==> config.mk <==
export PLATFORM = sky130hd
export DESIGN_NAME = eight_bit_timer_event_counter
export DESIGN_NICKNAME = d
export VERILOG_FILES = /design/src/shared/timer_pkg.sv /design/src/shared/unit_if.sv /design/src/rtl/eight_bit_timer_event_counter.sv /design/src/rtl/event_edge.sv /design/src/rtl/timer_unit.sv
export SDC_FILE = /design/constraint.sdc
export NUM_CORES = 1
export LEC_CHECK = 0
export BUFFER_PORTS_ARGS = -buffer_cell sky130_fd_sc_hd__clkbuf_2
export CORE_UTILIZATION = 55
export DETAILED_ROUTE_END_ITERATION = 10
export GPL_TIMING_DRIVEN = 1
export PLACE_DENSITY_LB_ADDON = 0.05
export SLEW_MARGIN = 10
export SYNTH_ARGS = -nofsm -noshare
export SYNTH_HDL_FRONTEND = slang
export SYNTH_HIERARCHICAL = 1
export SYNTH_SLANG_ARGS = --single-unit
==> constraint.sdc <==
create_clock -name i_core_clk -period 2.85 [get_ports i_core_clk]
set_input_delay 0.1425 -clock i_core_clk [delete_from_list [all_inputs] [get_ports i_core_clk]]
set_output_delay 0.1425 -clock i_core_clk [all_outputs]
set_load 0.02 [all_outputs]
==> src/shared/timer_pkg.sv <==
// constants, register map and helper functions of the 8-bit timer pair
package timer_pkg;

  // ===========================================================
  // register map
  localparam logic [15:0] ADDR_PORT7_DIR = 16'hFF27;
  localparam logic [15:0] ADDR_MODE0     = 16'hFF70;
  localparam logic [15:0] ADDR_CLKSEL0   = 16'hFF71;
  localparam logic [15:0] ADDR_MODE1     = 16'hFF78;
  localparam logic [15:0] ADDR_CLKSEL1   = 16'hFF79;

  // ===========================================================
  // reset values and fixed bits
  localparam logic [5:0] RESET_PORT7_DIR  = 6'h3F;
  localparam logic [7:0] PORT7_FIXED_ONES = 8'hC0;
  localparam logic [7:0] RESET_MODE       = 8'h00;
  localparam logic [2:0] RESET_CLKSEL     = 3'h0;
  localparam logic [7:0] MODE_STORED_MASK = 8'hD3;
  localparam int         DIR_BITS         = 6;

  // ===========================================================
  // mode control field positions
  localparam int BIT_COUNT_ENABLE = 7;
  localparam int BIT_PWM_MODE     = 6;
  localparam int BIT_CASCADE      = 4;
  localparam int BIT_FLOP_SET     = 3;
  localparam int BIT_FLOP_RESET   = 2;
  localparam int BIT_TOGGLE_POL   = 1;
  localparam int BIT_PIN_DRIVE    = 0;

  // ===========================================================
  // count source codes, counter limits, pin positions
  localparam logic [2:0] SEL_EVENT_FALL = 3'h0;
  localparam logic [2:0] SEL_EVENT_RISE = 3'h1;
  localparam logic [2:0] SEL_FIRST_DIV  = 3'h2;
  localparam int         PRESCALE_BITS  = 11;
  localparam int         UNIT_COUNT     = 2;
  localparam int         PIN_FIRST      = 2;
  localparam logic [7:0] COUNT_ZERO     = 8'h00;
  localparam logic [7:0] COUNT_MAX      = 8'hFF;

  // divider exponent: even powers for unit 0, odd powers for unit 1
  function automatic logic [3:0] div_exponent(input logic [2:0] sel,
                                              input logic       unit_odd);
    logic [2:0] step;
    step = 3'(sel - SEL_FIRST_DIV);
    div_exponent = {step, unit_odd};
  endfunction : div_exponent

  // one tick every 2^exp cycles: low exp prescaler bits all ones
  function automatic logic tick_from_prescaler(
    input logic [PRESCALE_BITS-1:0] prescale,
    input logic [3:0]               exp);
    logic [PRESCALE_BITS:0] mask;
    mask = (12'h001 << exp) - 12'h001;
    tick_from_prescaler = (({1'b0, prescale} & mask) == mask);
  endfunction : tick_from_prescaler

endpackage : timer_pkg

==> src/shared/unit_if.sv <==
// control and status bundle between the register block and one counter unit
`timescale 1ns/1ps
interface unit_if;
  logic       enable;
  logic       pwm_mode;
  logic       toggle_or_polarity;
  logic       flop_set_request;
  logic       flop_reset_request;
  logic       tick;
  logic       match;
  logic [7:0] compare_value;
  logic [7:0] counter_value;
  logic       equal;
  logic       at_top;
  logic       flop_out;

  modport ctrl (
    output enable, pwm_mode, toggle_or_polarity, flop_set_request,
           flop_reset_request, tick, match, compare_value,
    input  counter_value, equal, at_top, flop_out
  );
  modport unit (
    input  enable, pwm_mode, toggle_or_polarity, flop_set_request,
           flop_reset_request, tick, match, compare_value,
    output counter_value, equal, at_top, flop_out
  );
endinterface : unit_if

==> src/rtl/eight_bit_timer_event_counter.sv <==
// register block, count sources and pin logic of the 8-bit timer pair
//
// Behaviour
// - unit 0 source: event fall, rise, clock over 1,4,16,64,256,1024
// - unit 1 source: event fall, rise, clock over 2,8,32,128,512,2048
// - in cascade only the lowest unit's clock select is used
// - count enable 1 starts; 0 clears counter and stops prescaler
// - mode bit 6: 0 clear on match, 1 free running pwm
// - cascade bit: 0 single unit, 1 joined onto the lower unit
// - request pair 01 resets, 10 sets the flip-flop; 00 and 11 ignored
// - set and reset request bits always read back as zero
// - bit 1: toggle enable in match mode, active low select in pwm
// - pin drive enable hands the pin to the timer flip-flop
// - pwm output goes inactive whenever count enable is cleared
// - on match: clear to zero, keep counting, interrupt, optional toggle
// - event mode counts each selected pin edge, clearing on match
// - square wave toggles on each match, start level from requests
// - pwm active from overflow until compare match, idle until start
// - clearing the lowest unit's enable clears the whole cascade
`timescale 1ns/1ps
module eight_bit_timer_event_counter
  import timer_pkg::*;
(
  // clock and reset
  input  wire logic            i_core_clk,
  input  wire logic            i_resetn,
  // memory access port
  input  wire logic [15:0]     i_bus_addr,
  input  wire logic            i_bus_write,
  input  wire logic            i_bus_read,
  input  wire logic [7:0]      i_bus_wdata,
  output logic      [7:0]      o_bus_rdata,
  // compare values and counter status
  input  wire logic [1:0][7:0] i_compare_value,
  output logic      [1:0][7:0] o_counter_value,
  output logic      [1:0]      o_match_interrupt,
  // port 7 direction and latches of the two timer pins
  output logic      [7:0]      o_port7_direction,
  input  wire logic [1:0]      i_port_latch,
  // shared event input / timer output pins
  input  wire logic [1:0]      i_timer_pin,
  output logic      [1:0]      o_timer_pin,
  output logic      [1:0]      o_timer_pin_oe
);

  // =========================================================
  // register state
  logic [7:0]          mode_reg [UNIT_COUNT];
  logic [7:0]          mode_next [UNIT_COUNT];
  logic [2:0]          clksel_reg [UNIT_COUNT];
  logic [2:0]          clksel_next [UNIT_COUNT];
  logic [DIR_BITS-1:0] dir_reg, dir_next;
  logic [7:0]          rdata_reg, rdata_next;

  // per-unit working signals
  logic [PRESCALE_BITS-1:0] prescale_reg [UNIT_COUNT];
  logic [PRESCALE_BITS-1:0] prescale_next [UNIT_COUNT];
  logic [1:0] irq_reg, irq_next;
  logic [1:0] pin_reg, pin_next;
  logic [1:0] enable_w, pwm_w, drive_w, edge_w, src_tick_w;
  logic [1:0] tick_w, match_w, equal_w, at_top_w, flop_w;
  logic       cascade_w, match16_w;

  unit_if u_if [UNIT_COUNT] ();

  // =========================================================
  // cascade joining
  assign cascade_w = mode_reg[1][BIT_CASCADE];
  assign match16_w = equal_w[0] & equal_w[1];
  // unit 1 follows unit 0's enable when joined
  assign enable_w[0] = mode_reg[0][BIT_COUNT_ENABLE];
  assign enable_w[1] = cascade_w ? mode_reg[0][BIT_COUNT_ENABLE]
                                 : mode_reg[1][BIT_COUNT_ENABLE];
  assign tick_w[0]   = src_tick_w[0];
  // upper unit steps on the lower unit's carry or full match only
  assign tick_w[1]   = cascade_w
                       ? (src_tick_w[0] & (at_top_w[0] | match16_w))
                       : src_tick_w[1];
  assign match_w[0]  = cascade_w ? match16_w : equal_w[0];
  assign match_w[1]  = cascade_w ? match16_w : equal_w[1];

  // =========================================================
  // per-unit count source, edge detector and counter
  for (genvar g = 0; g < UNIT_COUNT; g++)
  begin : g_unit
    localparam logic [15:0] MODE_ADDR = (g == 0) ? ADDR_MODE0 : ADDR_MODE1;
    localparam logic        UNIT_ODD  = (g == 1);
    logic mode_write;

    assign mode_write = i_bus_write && (i_bus_addr == MODE_ADDR);
    assign pwm_w[g]   = mode_reg[g][BIT_PWM_MODE];
    assign drive_w[g] = mode_reg[g][BIT_PIN_DRIVE];

    event_edge u_edge (
      .i_core_clk        (i_core_clk),
      .i_resetn          (i_resetn),
      .i_enable          (enable_w[g]),
      .i_select_rising   (clksel_reg[g] == SEL_EVENT_RISE),
      .i_event_input_pin (i_timer_pin[g]),
      .o_edge_pulse      (edge_w[g])
    );

    // pin edges for codes 0 and 1, prescaler taps otherwise
    assign src_tick_w[g] = (clksel_reg[g] < SEL_FIRST_DIV)
      ? edge_w[g]
      : (enable_w[g] & tick_from_prescaler(prescale_reg[g],
           div_exponent(clksel_reg[g], UNIT_ODD)));

    assign u_if[g].enable             = enable_w[g];
    assign u_if[g].pwm_mode           = pwm_w[g];
    assign u_if[g].toggle_or_polarity = mode_reg[g][BIT_TOGGLE_POL];
    // pattern 11 is prohibited and drives neither request
    assign u_if[g].flop_set_request   = mode_write &
      i_bus_wdata[BIT_FLOP_SET] & ~i_bus_wdata[BIT_FLOP_RESET];
    assign u_if[g].flop_reset_request = mode_write &
      ~i_bus_wdata[BIT_FLOP_SET] & i_bus_wdata[BIT_FLOP_RESET];
    assign u_if[g].tick               = tick_w[g];
    assign u_if[g].match              = match_w[g];
    assign u_if[g].compare_value      = i_compare_value[g];
    assign equal_w[g]                 = u_if[g].equal;
    assign at_top_w[g]                = u_if[g].at_top;
    assign flop_w[g]                  = u_if[g].flop_out;
    assign o_counter_value[g]         = u_if[g].counter_value;

    timer_unit u_unit (
      .i_core_clk (i_core_clk),
      .i_resetn   (i_resetn),
      .ctl        (u_if[g])
    );
  end

  // =========================================================
  // register writes and read data
  always_comb
  begin
    mode_next   = mode_reg;
    clksel_next = clksel_reg;
    dir_next    = dir_reg;
    rdata_next  = 8'h00;
    if (i_bus_write)
    begin
      case (i_bus_addr)
        ADDR_PORT7_DIR: dir_next = i_bus_wdata[DIR_BITS-1:0];
        // request bits are not stored, so they read back as zero
        ADDR_MODE0:     mode_next[0] = i_bus_wdata & MODE_STORED_MASK;
        ADDR_MODE1:     mode_next[1] = i_bus_wdata & MODE_STORED_MASK;
        // upper select bits are dropped; software keeps them zero
        ADDR_CLKSEL0:   clksel_next[0] = i_bus_wdata[2:0];
        ADDR_CLKSEL1:   clksel_next[1] = i_bus_wdata[2:0];
        default:        ;
      endcase
    end
    if (i_bus_read)
    begin
      case (i_bus_addr)
        ADDR_PORT7_DIR: rdata_next = PORT7_FIXED_ONES | {2'b00, dir_reg};
        ADDR_MODE0:     rdata_next = mode_reg[0];
        ADDR_MODE1:     rdata_next = mode_reg[1];
        ADDR_CLKSEL0:   rdata_next = {5'h00, clksel_reg[0]};
        ADDR_CLKSEL1:   rdata_next = {5'h00, clksel_reg[1]};
        default:        rdata_next = 8'h00;
      endcase
    end
  end

  always_ff @(posedge i_core_clk)
  begin
    if (!i_resetn)
    begin
      mode_reg   <= '{default: RESET_MODE};
      clksel_reg <= '{default: RESET_CLKSEL};
      dir_reg    <= RESET_PORT7_DIR;
      rdata_reg  <= 8'h00;
    end
    else
    begin
      mode_reg   <= mode_next;
      clksel_reg <= clksel_next;
      dir_reg    <= dir_next;
      rdata_reg  <= rdata_next;
    end
  end

  // =========================================================
  // prescalers, match interrupts and pin drivers
  always_comb
  begin
    for (int n = 0; n < UNIT_COUNT; n++)
    begin
      // a stopped unit holds its prescaler at zero for an aligned start
      prescale_next[n] = enable_w[n]
        ? prescale_reg[n] + 11'h001 : '0;
      irq_next[n] = enable_w[n] & tick_w[n] & match_w[n]
                    & ~pwm_w[n];
      pin_next[n] = drive_w[n] ? flop_w[n] : i_port_latch[n];
    end
  end

  always_ff @(posedge i_core_clk)
  begin
    if (!i_resetn)
    begin
      prescale_reg <= '{default: '0};
      irq_reg      <= 2'h0;
      pin_reg      <= 2'h0;
    end
    else
    begin
      prescale_reg <= prescale_next;
      irq_reg      <= irq_next;
      pin_reg      <= pin_next;
    end
  end

  // outputs
  assign o_bus_rdata       = rdata_reg;
  assign o_match_interrupt = irq_reg;
  assign o_port7_direction = PORT7_FIXED_ONES | {2'b00, dir_reg};
  assign o_timer_pin       = pin_reg;
  // direction bit 0 turns the buffer on
  assign o_timer_pin_oe    = ~dir_reg[PIN_FIRST +: 2];

  // =========================================================
  // checks
  property p_request_read_zero;
    @(posedge i_core_clk) disable iff (!i_resetn)
    (i_bus_read && (i_bus_addr == ADDR_MODE0 || i_bus_addr == ADDR_MODE1))
      |=> (o_bus_rdata[BIT_FLOP_SET] == 1'b0 &&
           o_bus_rdata[BIT_FLOP_RESET] == 1'b0);
  endproperty
  a_request_read_zero: assert property (p_request_read_zero)
    else $error("flip-flop request bits read back nonzero");

  property p_cascade_stop;
    @(posedge i_core_clk) disable iff (!i_resetn)
    (cascade_w && !mode_reg[0][BIT_COUNT_ENABLE])
      |=> (o_counter_value[0] == COUNT_ZERO &&
           o_counter_value[1] == COUNT_ZERO);
  endproperty
  a_cascade_stop: assert property (p_cascade_stop)
    else $error("cascade count not cleared by lowest enable");

  property p_cascade_source;
    @(posedge i_core_clk) disable iff (!i_resetn)
    (cascade_w && !at_top_w[0] && !match16_w) |-> !tick_w[1];
  endproperty
  a_cascade_source: assert property (p_cascade_source)
    else $error("upper unit stepped on its own source in cascade");

  property p_div_one;
    @(posedge i_core_clk) disable iff (!i_resetn)
    (enable_w[0] && clksel_reg[0] == SEL_FIRST_DIV) |-> src_tick_w[0];
  endproperty
  a_div_one: assert property (p_div_one)
    else $error("unit 0 divide by one missed a tick");

  property p_div_two;
    @(posedge i_core_clk) disable iff (!i_resetn)
    (enable_w[1] && clksel_reg[1] == SEL_FIRST_DIV && src_tick_w[1])
      |=> (!src_tick_w[1] || !enable_w[1] || !$stable(clksel_reg[1]));
  endproperty
  a_div_two: assert property (p_div_two)
    else $error("unit 1 divide by two ticked twice in a row");

  property p_pin_drive;
    @(posedge i_core_clk) disable iff (!i_resetn)
    drive_w[0] |=> (o_timer_pin[0] == $past(flop_w[0]));
  endproperty
  a_pin_drive: assert property (p_pin_drive)
    else $error("timer pin not driven by output flip-flop");

  property p_match_irq;
    @(posedge i_core_clk) disable iff (!i_resetn)
    (enable_w[0] && tick_w[0] && match_w[0] && !pwm_w[0])
      |=> (o_match_interrupt[0] && o_counter_value[0] == COUNT_ZERO);
  endproperty
  a_match_irq: assert property (p_match_irq)
    else $error("match did not raise interrupt and clear counter");

  // a reset request outside pwm shows on the flip-flop one edge later
  property p_reset_request;
    @(posedge i_core_clk) disable iff (!i_resetn)
    (i_bus_write && i_bus_addr == ADDR_MODE0 &&
     !i_bus_wdata[BIT_FLOP_SET] && i_bus_wdata[BIT_FLOP_RESET] &&
     !i_bus_wdata[BIT_PWM_MODE]) |=> !flop_w[0];
  endproperty
  a_reset_request: assert property (p_reset_request)
    else $error("reset request did not clear output flip-flop");

  property p_pwm_quiet;
    @(posedge i_core_clk) disable iff (!i_resetn)
    pwm_w[0] |=> !o_match_interrupt[0];
  endproperty
  a_pwm_quiet: assert property (p_pwm_quiet)
    else $error("match interrupt raised in pwm mode");

  // a 16-bit match pulses both interrupts; software masks the upper one
  property p_cascade_irq;
    @(posedge i_core_clk) disable iff (!i_resetn)
    (cascade_w && enable_w[0] && tick_w[0] && match16_w &&
     !pwm_w[0] && !pwm_w[1]) |=> (o_match_interrupt == 2'h3);
  endproperty
  a_cascade_irq: assert property (p_cascade_irq)
    else $error("cascade match did not pulse both interrupts");
endmodule : eight_bit_timer_event_counter

==> src/rtl/event_edge.sv <==
// event pin synchroniser and selectable edge detector
`timescale 1ns/1ps
module event_edge
(
  // clock and reset
  input  wire logic i_core_clk,
  input  wire logic i_resetn,
  // control
  input  wire logic i_enable,
  input  wire logic i_select_rising,
  // pin and result
  input  wire logic i_event_input_pin,
  output logic      o_edge_pulse
);
  logic sync1_reg, sync2_reg, last_reg, pulse_reg;
  logic pulse_next;

  // =========================================================
  // edge select; last level tracks always so a restart sees no false edge
  always_comb
  begin
    if (i_select_rising)
      pulse_next = i_enable & sync2_reg & ~last_reg;
    else
      pulse_next = i_enable & ~sync2_reg & last_reg;
  end

  always_ff @(posedge i_core_clk)
  begin
    if (!i_resetn)
    begin
      sync1_reg <= 1'b0;
      sync2_reg <= 1'b0;
      last_reg  <= 1'b0;
      pulse_reg <= 1'b0;
    end
    else
    begin
      sync1_reg <= i_event_input_pin;
      sync2_reg <= sync1_reg;
      last_reg  <= sync2_reg;
      pulse_reg <= pulse_next;
    end
  end

  assign o_edge_pulse = pulse_reg;
endmodule : event_edge

==> src/rtl/timer_unit.sv <==
// one 8-bit counter with compare clear, pwm level and output flip-flop
`timescale 1ns/1ps
module timer_unit
  import timer_pkg::*;
(
  // clock and reset
  input  wire logic i_core_clk,
  input  wire logic i_resetn,
  // control and status bundle
  unit_if.unit      ctl
);
  logic [7:0] count_reg, count_next;
  logic       flop_reg, flop_next;
  logic       pwm_active_reg, pwm_active_next;

  // =========================================================
  // counter, pwm level and output flip-flop next state
  always_comb
  begin
    count_next      = count_reg;
    flop_next       = flop_reg;
    pwm_active_next = pwm_active_reg;
    if (!ctl.enable)
    begin
      count_next      = COUNT_ZERO;
      pwm_active_next = 1'b0;
    end
    else if (ctl.tick)
    begin
      if (!ctl.pwm_mode && ctl.match)
        count_next = COUNT_ZERO;
      else
        count_next = count_reg + 8'h01;   // pwm wraps freely
      if (ctl.pwm_mode)
      begin
        // overflow wins, so a compare of FFH keeps the level active
        if (count_reg == COUNT_MAX)
          pwm_active_next = 1'b1;
        else if (ctl.equal)
          pwm_active_next = 1'b0;
      end
      else if (ctl.match && ctl.toggle_or_polarity)
        flop_next = ~flop_reg;
    end
    // a request written by software beats a toggle in the same cycle
    if (ctl.flop_set_request)
      flop_next = 1'b1;
    else if (ctl.flop_reset_request)
      flop_next = 1'b0;
  end

  always_ff @(posedge i_core_clk)
  begin
    if (!i_resetn)
    begin
      count_reg      <= COUNT_ZERO;
      flop_reg       <= 1'b0;
      pwm_active_reg <= 1'b0;
    end
    else
    begin
      count_reg      <= count_next;
      flop_reg       <= flop_next;
      pwm_active_reg <= pwm_active_next;
    end
  end

  // status back to the register block
  assign ctl.counter_value = count_reg;
  assign ctl.equal         = (count_reg == ctl.compare_value);
  assign ctl.at_top        = (count_reg == COUNT_MAX);
  assign ctl.flop_out      = ctl.pwm_mode
                             ? (pwm_active_reg ^ ctl.toggle_or_polarity)
                             : flop_reg;

  // =========================================================
  // checks
  property p_stop_clears;
    @(posedge i_core_clk) disable iff (!i_resetn)
    !ctl.enable |=> (count_reg == COUNT_ZERO);
  endproperty
  a_stop_clears: assert property (p_stop_clears)
    else $error("counter not cleared while stopped");

  property p_step;
    @(posedge i_core_clk) disable iff (!i_resetn)
    (ctl.enable && ctl.tick && !(ctl.match && !ctl.pwm_mode))
      |=> (count_reg == 8'($past(count_reg) + 8'h01));
  endproperty
  a_step: assert property (p_step)
    else $error("counter did not step by one on a tick");

  property p_pwm_idle;
    @(posedge i_core_clk) disable iff (!i_resetn)
    (!ctl.enable && ctl.pwm_mode) |=> ##1
      (!ctl.pwm_mode || ctl.flop_out == ctl.toggle_or_polarity);
  endproperty
  a_pwm_idle: assert property (p_pwm_idle)
    else $error("pwm output not inactive after stop");

  property p_toggle;
    @(posedge i_core_clk) disable iff (!i_resetn)
    (ctl.enable && ctl.tick && ctl.match && !ctl.pwm_mode &&
     ctl.toggle_or_polarity && !ctl.flop_set_request &&
     !ctl.flop_reset_request) |=> (flop_reg != $past(flop_reg));
  endproperty
  a_toggle: assert property (p_toggle)
    else $error("output flip-flop did not toggle on match");
endmodule : timer_unit

==> results of run 1 <==
through the flow:
stage               utilization  total power [mW]  worst slack (ps)
finish                    0.671              2.17               208
global placement          0.637              1.28               253
floorplan                     -              1.24               231
global route              0.671              2.25              27.9
CTS                       0.670              2.20               106
detailed placement        0.637              1.29               129
placed cells by master, fill, tap and decap left out, types with 9 or more instances in the layout:
master,n
nand2_1,34
xor2_1,18
nand3_1,23
nor2_1,52
buf_4,9
clkbuf_8,9
nand4_1,13
a21oi_1,16
ha_1,10
nor2b_1,22
mux2i_1,20
dfxtp_1,82
clkbuf_2,83
o21ai_0,11
xnor2_1,28
inv_1,10
critical path, delay by kind of cell, from the launching register on:
kind | cells | cell delay [ps]
AO/OA/AOI/OAI | 1 | 100
XOR/XNOR | 2 | 330
adder cells (fa/ha/maj) | 1 | 330
buffers and inverters | 1 | 90
flip-flops | 1 | 410
AND/OR/NAND/NOR | 6 | 1290
worst paths after layout:
kind / to / slack, ps
worst max-delay path: g_unit[1].u_unit/flop_reg / 210
worst min register to register: g_unit[0].u_edge/sync2_reg / 440
worst max register to register: g_unit[1].u_unit/flop_reg / 210
worst min-delay path: dir_reg[5] / 20
area by class of cell:
type	count	area (um2)
Fill cell	635	2390
Multi-Input combinational cell	340	2320
Sequential cell	83	1660
Timing Repair Buffer	94	503
Clock buffer	10	128
Tap cell	99	124
Clock inverter	6	90.1
Inverter	10	37.5
layer usage:
layer,wire (um),GRT usage,vias to the layer above
met5,0,0,-
met4,84,0.0748,0
met3,286,0.0504,5
met2,4400,0.408,74
met1,4050,0.296,1563
li1,-,-,1739
where the power goes:
| part | internal (mW) | total [mW] | switching (mW) |
|---|---|---|---|
| clock | 0.495 | 0.914 | 0.419 |
| sequential | 1.16 | 1.16 | 0.00162 |
| combinational | 0.0473 | 0.0950 | 0.0477 |
repair_timing:
item | 4_1_cts | 5_1_grt
endpoints found under the setup margin | 0 | 10
hold buffers | 2 | 0
gates resized for setup | 0 | 2
endpoints found under the hold margin | 2 | 0
==> impl_metrics.json, run 1 <==
{
  "status": "complete, no violations",
  "drive_gt1_frac": 0.247,
  "cp_max_fo": 7,
  "drt-total-wl_um": 8820,
  "ant_nets": 0,
  "fmax_mhz": 379,
  "cp_slowest_cell": "or4_4",
  "cp-end-kind": "flop",
  "cts_tree": "yes",
  "cts.clk_slew.worst_paths_ps": 90,
  "grt-ovfl-total": 0,
  "drt_iter0_markers": 111,
  "insertion_delay_ps": 360,
  "cts_root_buf": "clkbuf_8",
  "critical_path.startpoint": "clksel_reg[1]",
  "hp-start": "i_bus_wdata[5]",
  "die_w_um": 88.5,
  "antenna_cells": 0,
  "hold_viol": 0,
  "largest_reg_flops": 21,
  "rows": 31,
  "wl_per_cell_um": 13.7,
  "tightest_slew_ps": 532,
  "timing.hold.ws_ps": 19.1,
  "rsz0062_at_grt": "false",
  "hold_path_depth": 3,
  "cts_buffer_depth": 2,
  "drc": 0,
  "grt_pass1_vias": 3106,
  "antenna_found_initial": 0,
  "setup_violations": 0,
  "place_hpwl_um": 6500,
  "p_leak_nw": 1.96,
  "slew-limit-headroom": 0.645,
  "nets": 596,
  "dpl-instance-area_mm2": 0.00462,
  "cp-start-kind": "flop",
  "critPathKind": "reg2reg",
  "final_cells": 642,
  "skew_ps": 9.70,
  "required_ps": 3100,
  "setup_tns_ps": 0,
  "cts_num_sinks": 83,
  "ir_drop_uv": 338,
  "die_y_um": 88.5,
  "max_stage_delay_ps": 490,
  "cts_setup_buffers": 0,
  "reg2regPathDepth": 11,
  "start_util": 0.567,
  "core_mm2": 0.00725,
  "grt_first_pass_wirelength_um": 14200,
  "vias": 3381,
  "maxCapViolCount": 0,
  "htree_levels": 3,
  "power_density_mw_per_mm2": 447,
  "area_delta_synth_final_pct": 18.3,
  "portBuffers": 83,
  "ios": 86,
  "fin_crit_ps": 2640,
  "grt_max_degree": 29,
  "synth_area_mm2": 0.00411,
  "dieArea_mm2": 0.00783,
  "cts_made_buffers": 9,
  "yosysWarnings": 6,
  "dr.pass1.iters": 4,
  "syn_inst": 450,
  "gp_congestion": 0.811,
  "path_cells": "inv_1 -> ha_1 -> nor3b_2 -> xor2_1 -> nor2_1 -> or4_4 -> nand3_1 -> nand2_1 -> nor3_1 -> xnor2_1 -> o21ai_0",
  "placed_cells": 624,
  "fin_area_mm2": 0.00487,
  "r2r-start": "clksel_reg[1]",
  "viasPerCell": 5.27,
  "slew_violations": 0,
  "track_usage": 0.237,
  "syn_area_per_cell_um2": 9.14,
  "hp-class": "in2reg",
  "critical_path_arrival_ps": 2890,
  "period_share": 0.927
}
No activity file was read; power rests on OpenSTA's default activity.
==> run 2: changes to the inputs <==
--- a/config.mk
+++ b/config.mk
@@ -10,6 +10,7 @@
 export DETAILED_ROUTE_END_ITERATION = 10
 export GPL_TIMING_DRIVEN = 1
 export PLACE_DENSITY_LB_ADDON = 0.05
+export RECOVER_POWER = 50
 export SLEW_MARGIN = 10
 export SYNTH_ARGS = -nofsm -noshare
 export SYNTH_HDL_FRONTEND = slang
==> run 2 against run 1 <==
Against the previous run: first-iteration DRC count increased by 21%; clock power barely moved; non-clock buffer count unchanged; total power about the same; sequential power barely moved; largest power group unchanged; highest routed layer unchanged.
==> impl_metrics.json, run 2 (synthesized netlist as in run 1, its figures left out) <==
{
  "status": "complete, no violations",
  "cts_tree": "yes",
  "largest_reg_flops": 21,
  "core_mm2": 0.00725,
  "drt-total-wl_um": 8840,
  "place_hpwl_um": 6500,
  "grt_max_degree": 29,
  "cp_max_fo": 7,
  "grt-ovfl-total": 0,
  "worstSetupEndpoint": "g_unit[1].u_unit/ctl.counter_value[7]",
  "required_ps": 3140,
  "grt_pass1_vias": 3106,
  "drt_iter0_markers": 134,
  "slew-limit-headroom": 0.218,
  "hold_viol": 0,
  "wl_per_cell_um": 13.8,
  "slew_violations": 0,
  "ios": 86,
  "layout_commonest_cell": "dfxtp_1",
  "drc": 0,
  "htree_levels": 3,
  "critPathKind": "reg2reg",
  "setup_tns_ps": 0,
  "timing.rr.end": "g_unit[1].u_unit/ctl.counter_value[7]",
  "rsz0062_at_grt": "false",
  "hp-class": "in2reg",
  "reg2regPathDepth": 10,
  "r2r-start": "clksel_reg[1]",
  "dr.pass1.iters": 4,
  "insertion_delay_ps": 350,
  "setup_violations": 0,
  "fin_ws_ps": 198,
  "cts_num_sinks": 83,
  "cts_root_buf": "clkbuf_8",
  "fill_cells": 648,
  "critical_path_arrival_ps": 2940,
  "dieArea_mm2": 0.00783,
  "fmax_mhz": 377,
  "layout_common_cells": "dfxtp_1 (82), nor2_1 (52), clkbuf_2 (47), clkbuf_1 (37), nand2_1 (34)",
  "period_share": 0.931,
  "gp_congestion": 0.811,
  "area_delta_synth_final_pct": 17.2,
  "start_util": 0.567,
  "drive_gt1_frac": 0.179,
  "nets": 596,
  "preCtsSetupSlack_ps": 129,
  "tightest_slew_ps": 1170,
  "grt_first_pass_wirelength_um": 14200,
  "antenna_found_initial": 0,
  "die_y_um": 88.5,
  "timing.hold.ws_ps": 21.3,
  "fin_crit_ps": 2650,
  "cp-start-kind": "flop",
  "final_cells": 642,
  "viasPerCell": 5.29,
  "vias": 3393,
  "ir_drop_uv": 339,
  "rows": 31,
  "cp-end-kind": "flop",
  "die_w_um": 88.5,
  "cts_made_buffers": 9,
  "cts_setup_buffers": 0,
  "skew_ps": 10.1,
  "cts_buffer_depth": 2,
  "power_density_mw_per_mm2": 451,
  "maxCapViolCount": 0,
  "critical_path.startpoint": "clksel_reg[1]",
  "track_usage": 0.237,
  "p_leak_nw": 1.84,
  "ant_nets": 0,
  "placed_cells": 624,
  "cts.clk_slew.worst_paths_ps": 90,
  "r2r_setup_slack_ps": 200,
  "portBuffers": 83,
  "antenna_cells": 0
}
==> run 2: worst min path at each step <==
| stage | start | to | slack [ps] | cells past startpoint |
|---|---|---|---|---|
| floorplan | i_resetn | g_unit[0].u_unit/flop_reg | 260 | 2 |
| global placement | i_timer_pin[0] | g_unit[0].u_edge/sync1_reg | 350 | 2 |
| detailed placement | i_timer_pin[0] | g_unit[0].u_edge/sync1_reg | 360 | 2 |
| CTS | i_bus_wdata[5] | dir_reg[5] | 6 | 3 |
| global route | i_port_latch[1] | o_timer_pin[1] | 50 | 3 |
| finish | i_bus_wdata[5] | dir_reg[5] | 20 | 3 |
==> run 2: worst max-delay path: stages, from the launching register on <==
cell and delay (ps):
dfxtp_2 410, inv_1 90, ha_1 330, nor3b_2 210, xor2_1 180, nor2_1 60
or4_4 490, nand3_1 210, nand4_4 150, or3_1 340, a21oi_2 130
==> run 2: cell type report <==
| class | count | area, um2 | share of cell area |
|---|---|---|---|
| Timing Repair Buffer | 94 | 458 | 0.0950 |
| Tap cell | 99 | 124 | 0.0257 |
| Sequential cell | 83 | 1660 | 0.345 |
| Clock inverter | 6 | 90.1 | 0.0187 |
| Clock buffer | 10 | 128 | 0.0265 |
| Inverter | 10 | 37.5 | 0.00778 |
| Multi-Input combinational cell | 340 | 2320 | 0.482 |
==> run 2: repair_timing <==
item                                   CTS  global route
hold buffers                             2             0
resized for setup                        0             2
endpoints found under the hold margin    2             0
setup endpoints to repair                0            10
==> run 2: where the power goes <==
| group | total [mW] | internal [mW] | switching (mW) |
|---|---|---|---|
| Clock | 0.914 | 0.495 | 0.419 |
| Sequential | 1.16 | 1.16 | 0.00162 |
| Combinational | 0.0944 | 0.0467 | 0.0477 |
==> run 2: layer usage <==
metal  global-route usage  routed length (um)  up-vias
met1                0.296                4100     1572
met4               0.0748                 107        0
met3               0.0504                 296        8
li1                     -                   -     1733
met2                0.408                4330       80
met5                    0                   0        -
==> run 2: through the flow <==
step / util / power, mW / instance area (um2)
2_1_floorplan: - / 1.24 / 4120
5_1_grt: 0.665 / 2.25 / 4820
4_1_cts: 0.670 / 2.20 / 4860
6_report: 0.665 / 2.17 / 4820
3_3_place_gp: 0.637 / 1.28 / 4620
3_5_place_dp: 0.637 / 1.29 / 4620
==> run 3: changes to the inputs <==
--- a/config.mk
+++ b/config.mk
@@ -6,7 +6,9 @@
 export NUM_CORES = 1
 export LEC_CHECK = 0
 export BUFFER_PORTS_ARGS = -buffer_cell sky130_fd_sc_hd__clkbuf_2
-export CORE_UTILIZATION = 55
+export CELL_PAD_IN_SITES_DETAIL_PLACEMENT = 0
+export CELL_PAD_IN_SITES_GLOBAL_PLACEMENT = 1
+export CORE_UTILIZATION = 41
 export DETAILED_ROUTE_END_ITERATION = 10
 export GPL_TIMING_DRIVEN = 1
 export PLACE_DENSITY_LB_ADDON = 0.05
==> run 3 against run 2 <==
Against the previous run: cell area is 0.75% higher; critical path depth is the same; final cell count increased by 5.3%; global-route usage decreased by 5.1 points; core utilization decreased by 17 points; maximum frequency increased by 2.3%; sequential share of layout area fell by 0.26 points; setup slack improved by 60 ps; largest power group unchanged.
==> impl_metrics.json, run 3 (synthesized netlist as in run 1, its figures left out) <==
{
  "area_delta_synth_final_pct": 18.1,
  "met3_length_um": 277,
  "tightest_slew_ps": 1120,
  "cts.clk_slew.worst_paths_ps": 90,
  "p_leak_nw": 1.83,
  "start_util": 0.423,
  "die_w_um": 102,
  "grt_first_pass_wirelength_um": 15100,
  "ir_drop_uv": 330,
  "gp_congestion": 0.778,
  "cp_max_fo": 7,
  "setup_violations": 0,
  "slew-limit-headroom": 0.251,
  "antenna_cells": 0,
  "met1Wirelength_um": 4550,
  "slew_violations": 0,
  "path_cells": "inv_1 -> ha_1 -> nor3b_1 -> mux2i_1 -> and4b_1 -> nand2_1 -> nand3_1 -> nand4_4 -> or3_1 -> a21oi_2",
  "htree_levels": 3,
  "portBuffers": 83,
  "drc": 0,
  "wl_met2_um": 4430,
  "skew_ps": 9.81,
  "layout_common_cells": "dfxtp_1 (82), nor2_1 (52), clkbuf_2 (46), clkbuf_1 (38), nand2_1 (34)",
  "power_density_mw_per_mm2": 443,
  "grt_max_degree": 28,
  "cts_made_buffers": 9,
  "cts_buffer_depth": 2,
  "nets": 596,
  "hp-start": "i_bus_wdata[5]",
  "rows": 36,
  "setup_tns_ps": 0,
  "viasPerCell": 5.00,
  "dr.max_layer_used": "met4",
  "cts_num_sinks": 83,
  "layout_commonest_cell": "dfxtp_1",
  "ant_nets": 0,
  "cp_slowest_cell": "dfxtp_1",
  "hp-class": "in2reg",
  "grt_pass1_vias": 3122,
  "r2r-start": "clksel_reg[4]",
  "drt-total-wl_um": 9360,
  "cp-end-kind": "flop",
  "die_y_um": 102,
  "status": "complete, no violations",
  "fin_ws_ps": 257,
  "track_usage": 0.186,
  "drt_iter0_markers": 94,
  "dieArea_mm2": 0.0104,
  "ios": 86,
  "vias": 3382,
  "critical_path_arrival_ps": 2880,
  "antenna_found_initial": 0,
  "rsz0062_at_grt": "false",
  "critical_path.startpoint": "clksel_reg[4]",
  "core_mm2": 0.00973,
  "hold_path_depth": 3,
  "cts_root_buf": "clkbuf_8",
  "preCtsSetupSlack_ps": 116,
  "maxCapViolCount": 0,
  "largest_reg_flops": 21,
  "hold_viol": 0,
  "period_share": 0.910,
  "drive_gt1_frac": 0.180,
  "reg2regPathDepth": 10,
  "grt-ovfl-total": 0,
  "required_ps": 3140,
  "cp-start-kind": "flop",
  "wl_per_cell_um": 13.8,
  "place_hpwl_um": 6970,
  "power_mw": 2.15,
  "insertion_delay_ps": 350,
  "cts_tree": "yes",
  "critPathKind": "reg2reg",
  "max_stage_delay_ps": 450,
  "fin_crit_ps": 2590,
  "dr.pass1.iters": 6,
  "fmax_mhz": 386
}
-- run 3: per-layer routing --
metal | up-vias | global-route usage
met3 | 9 | 0.0308
met1 | 1565 | 0.244
met5 | - | 0
li1 | 1744 | -
met2 | 64 | 0.313
met4 | 0 | 0.0560
-- run 3: timing repair --
item                                    CTS  global route
endpoints found under the hold margin     2             0
hold buffers                              2             0
setup buffers                             0             0
resized for setup                         0             3
endpoints found under the setup margin    0            10
-- run 3: power breakdown --
group	switching, mW	internal (mW)
sequential	0.00156	1.16
combinational	0.0490	0.0462
clock	0.436	0.456
-- run 3: layout make-up --
type	instances	area [um2]
Clock buffer	11	151
Fill cell	1004	4870
Sequential cell	83	1660
Clock inverter	5	60.1
Tap cell	133	166
Multi-Input combinational cell	340	2330
Inverter	10	37.5
Timing Repair Buffer	94	453
-- run 3: worst paths after layout --
path | endpoint | slack, ps
setup / recovery | g_unit[1].u_unit/ctl.counter_value[7] | 260
hold / removal | dir_reg[5] | 20
setup reg to reg | g_unit[1].u_unit/ctl.counter_value[7] | 260
hold reg to reg | g_unit[1].u_edge/sync2_reg | 430
-- run 3: critical path: cells and delay by family (launching register included) --
kind,cells,cell delay (ps)
and+or+nand+nor,6,1290
muxes,1,220
buffers and inverters,1,110
adders and majority gates,1,330
AOI/OAI and AO/OA,1,130
DFF,1,450
-- run 3: per-stage QoR --
step                hold WS (ps)   util  cells  cell area, um2
floorplan                    255      -    451            4120
global placement             351  0.480    658            4670
detailed placement           358  0.480    658            4670
CTS                         11.8  0.503    676            4900
global route                30.8  0.499    676            4860
finish                      20.0  0.499    676            4860
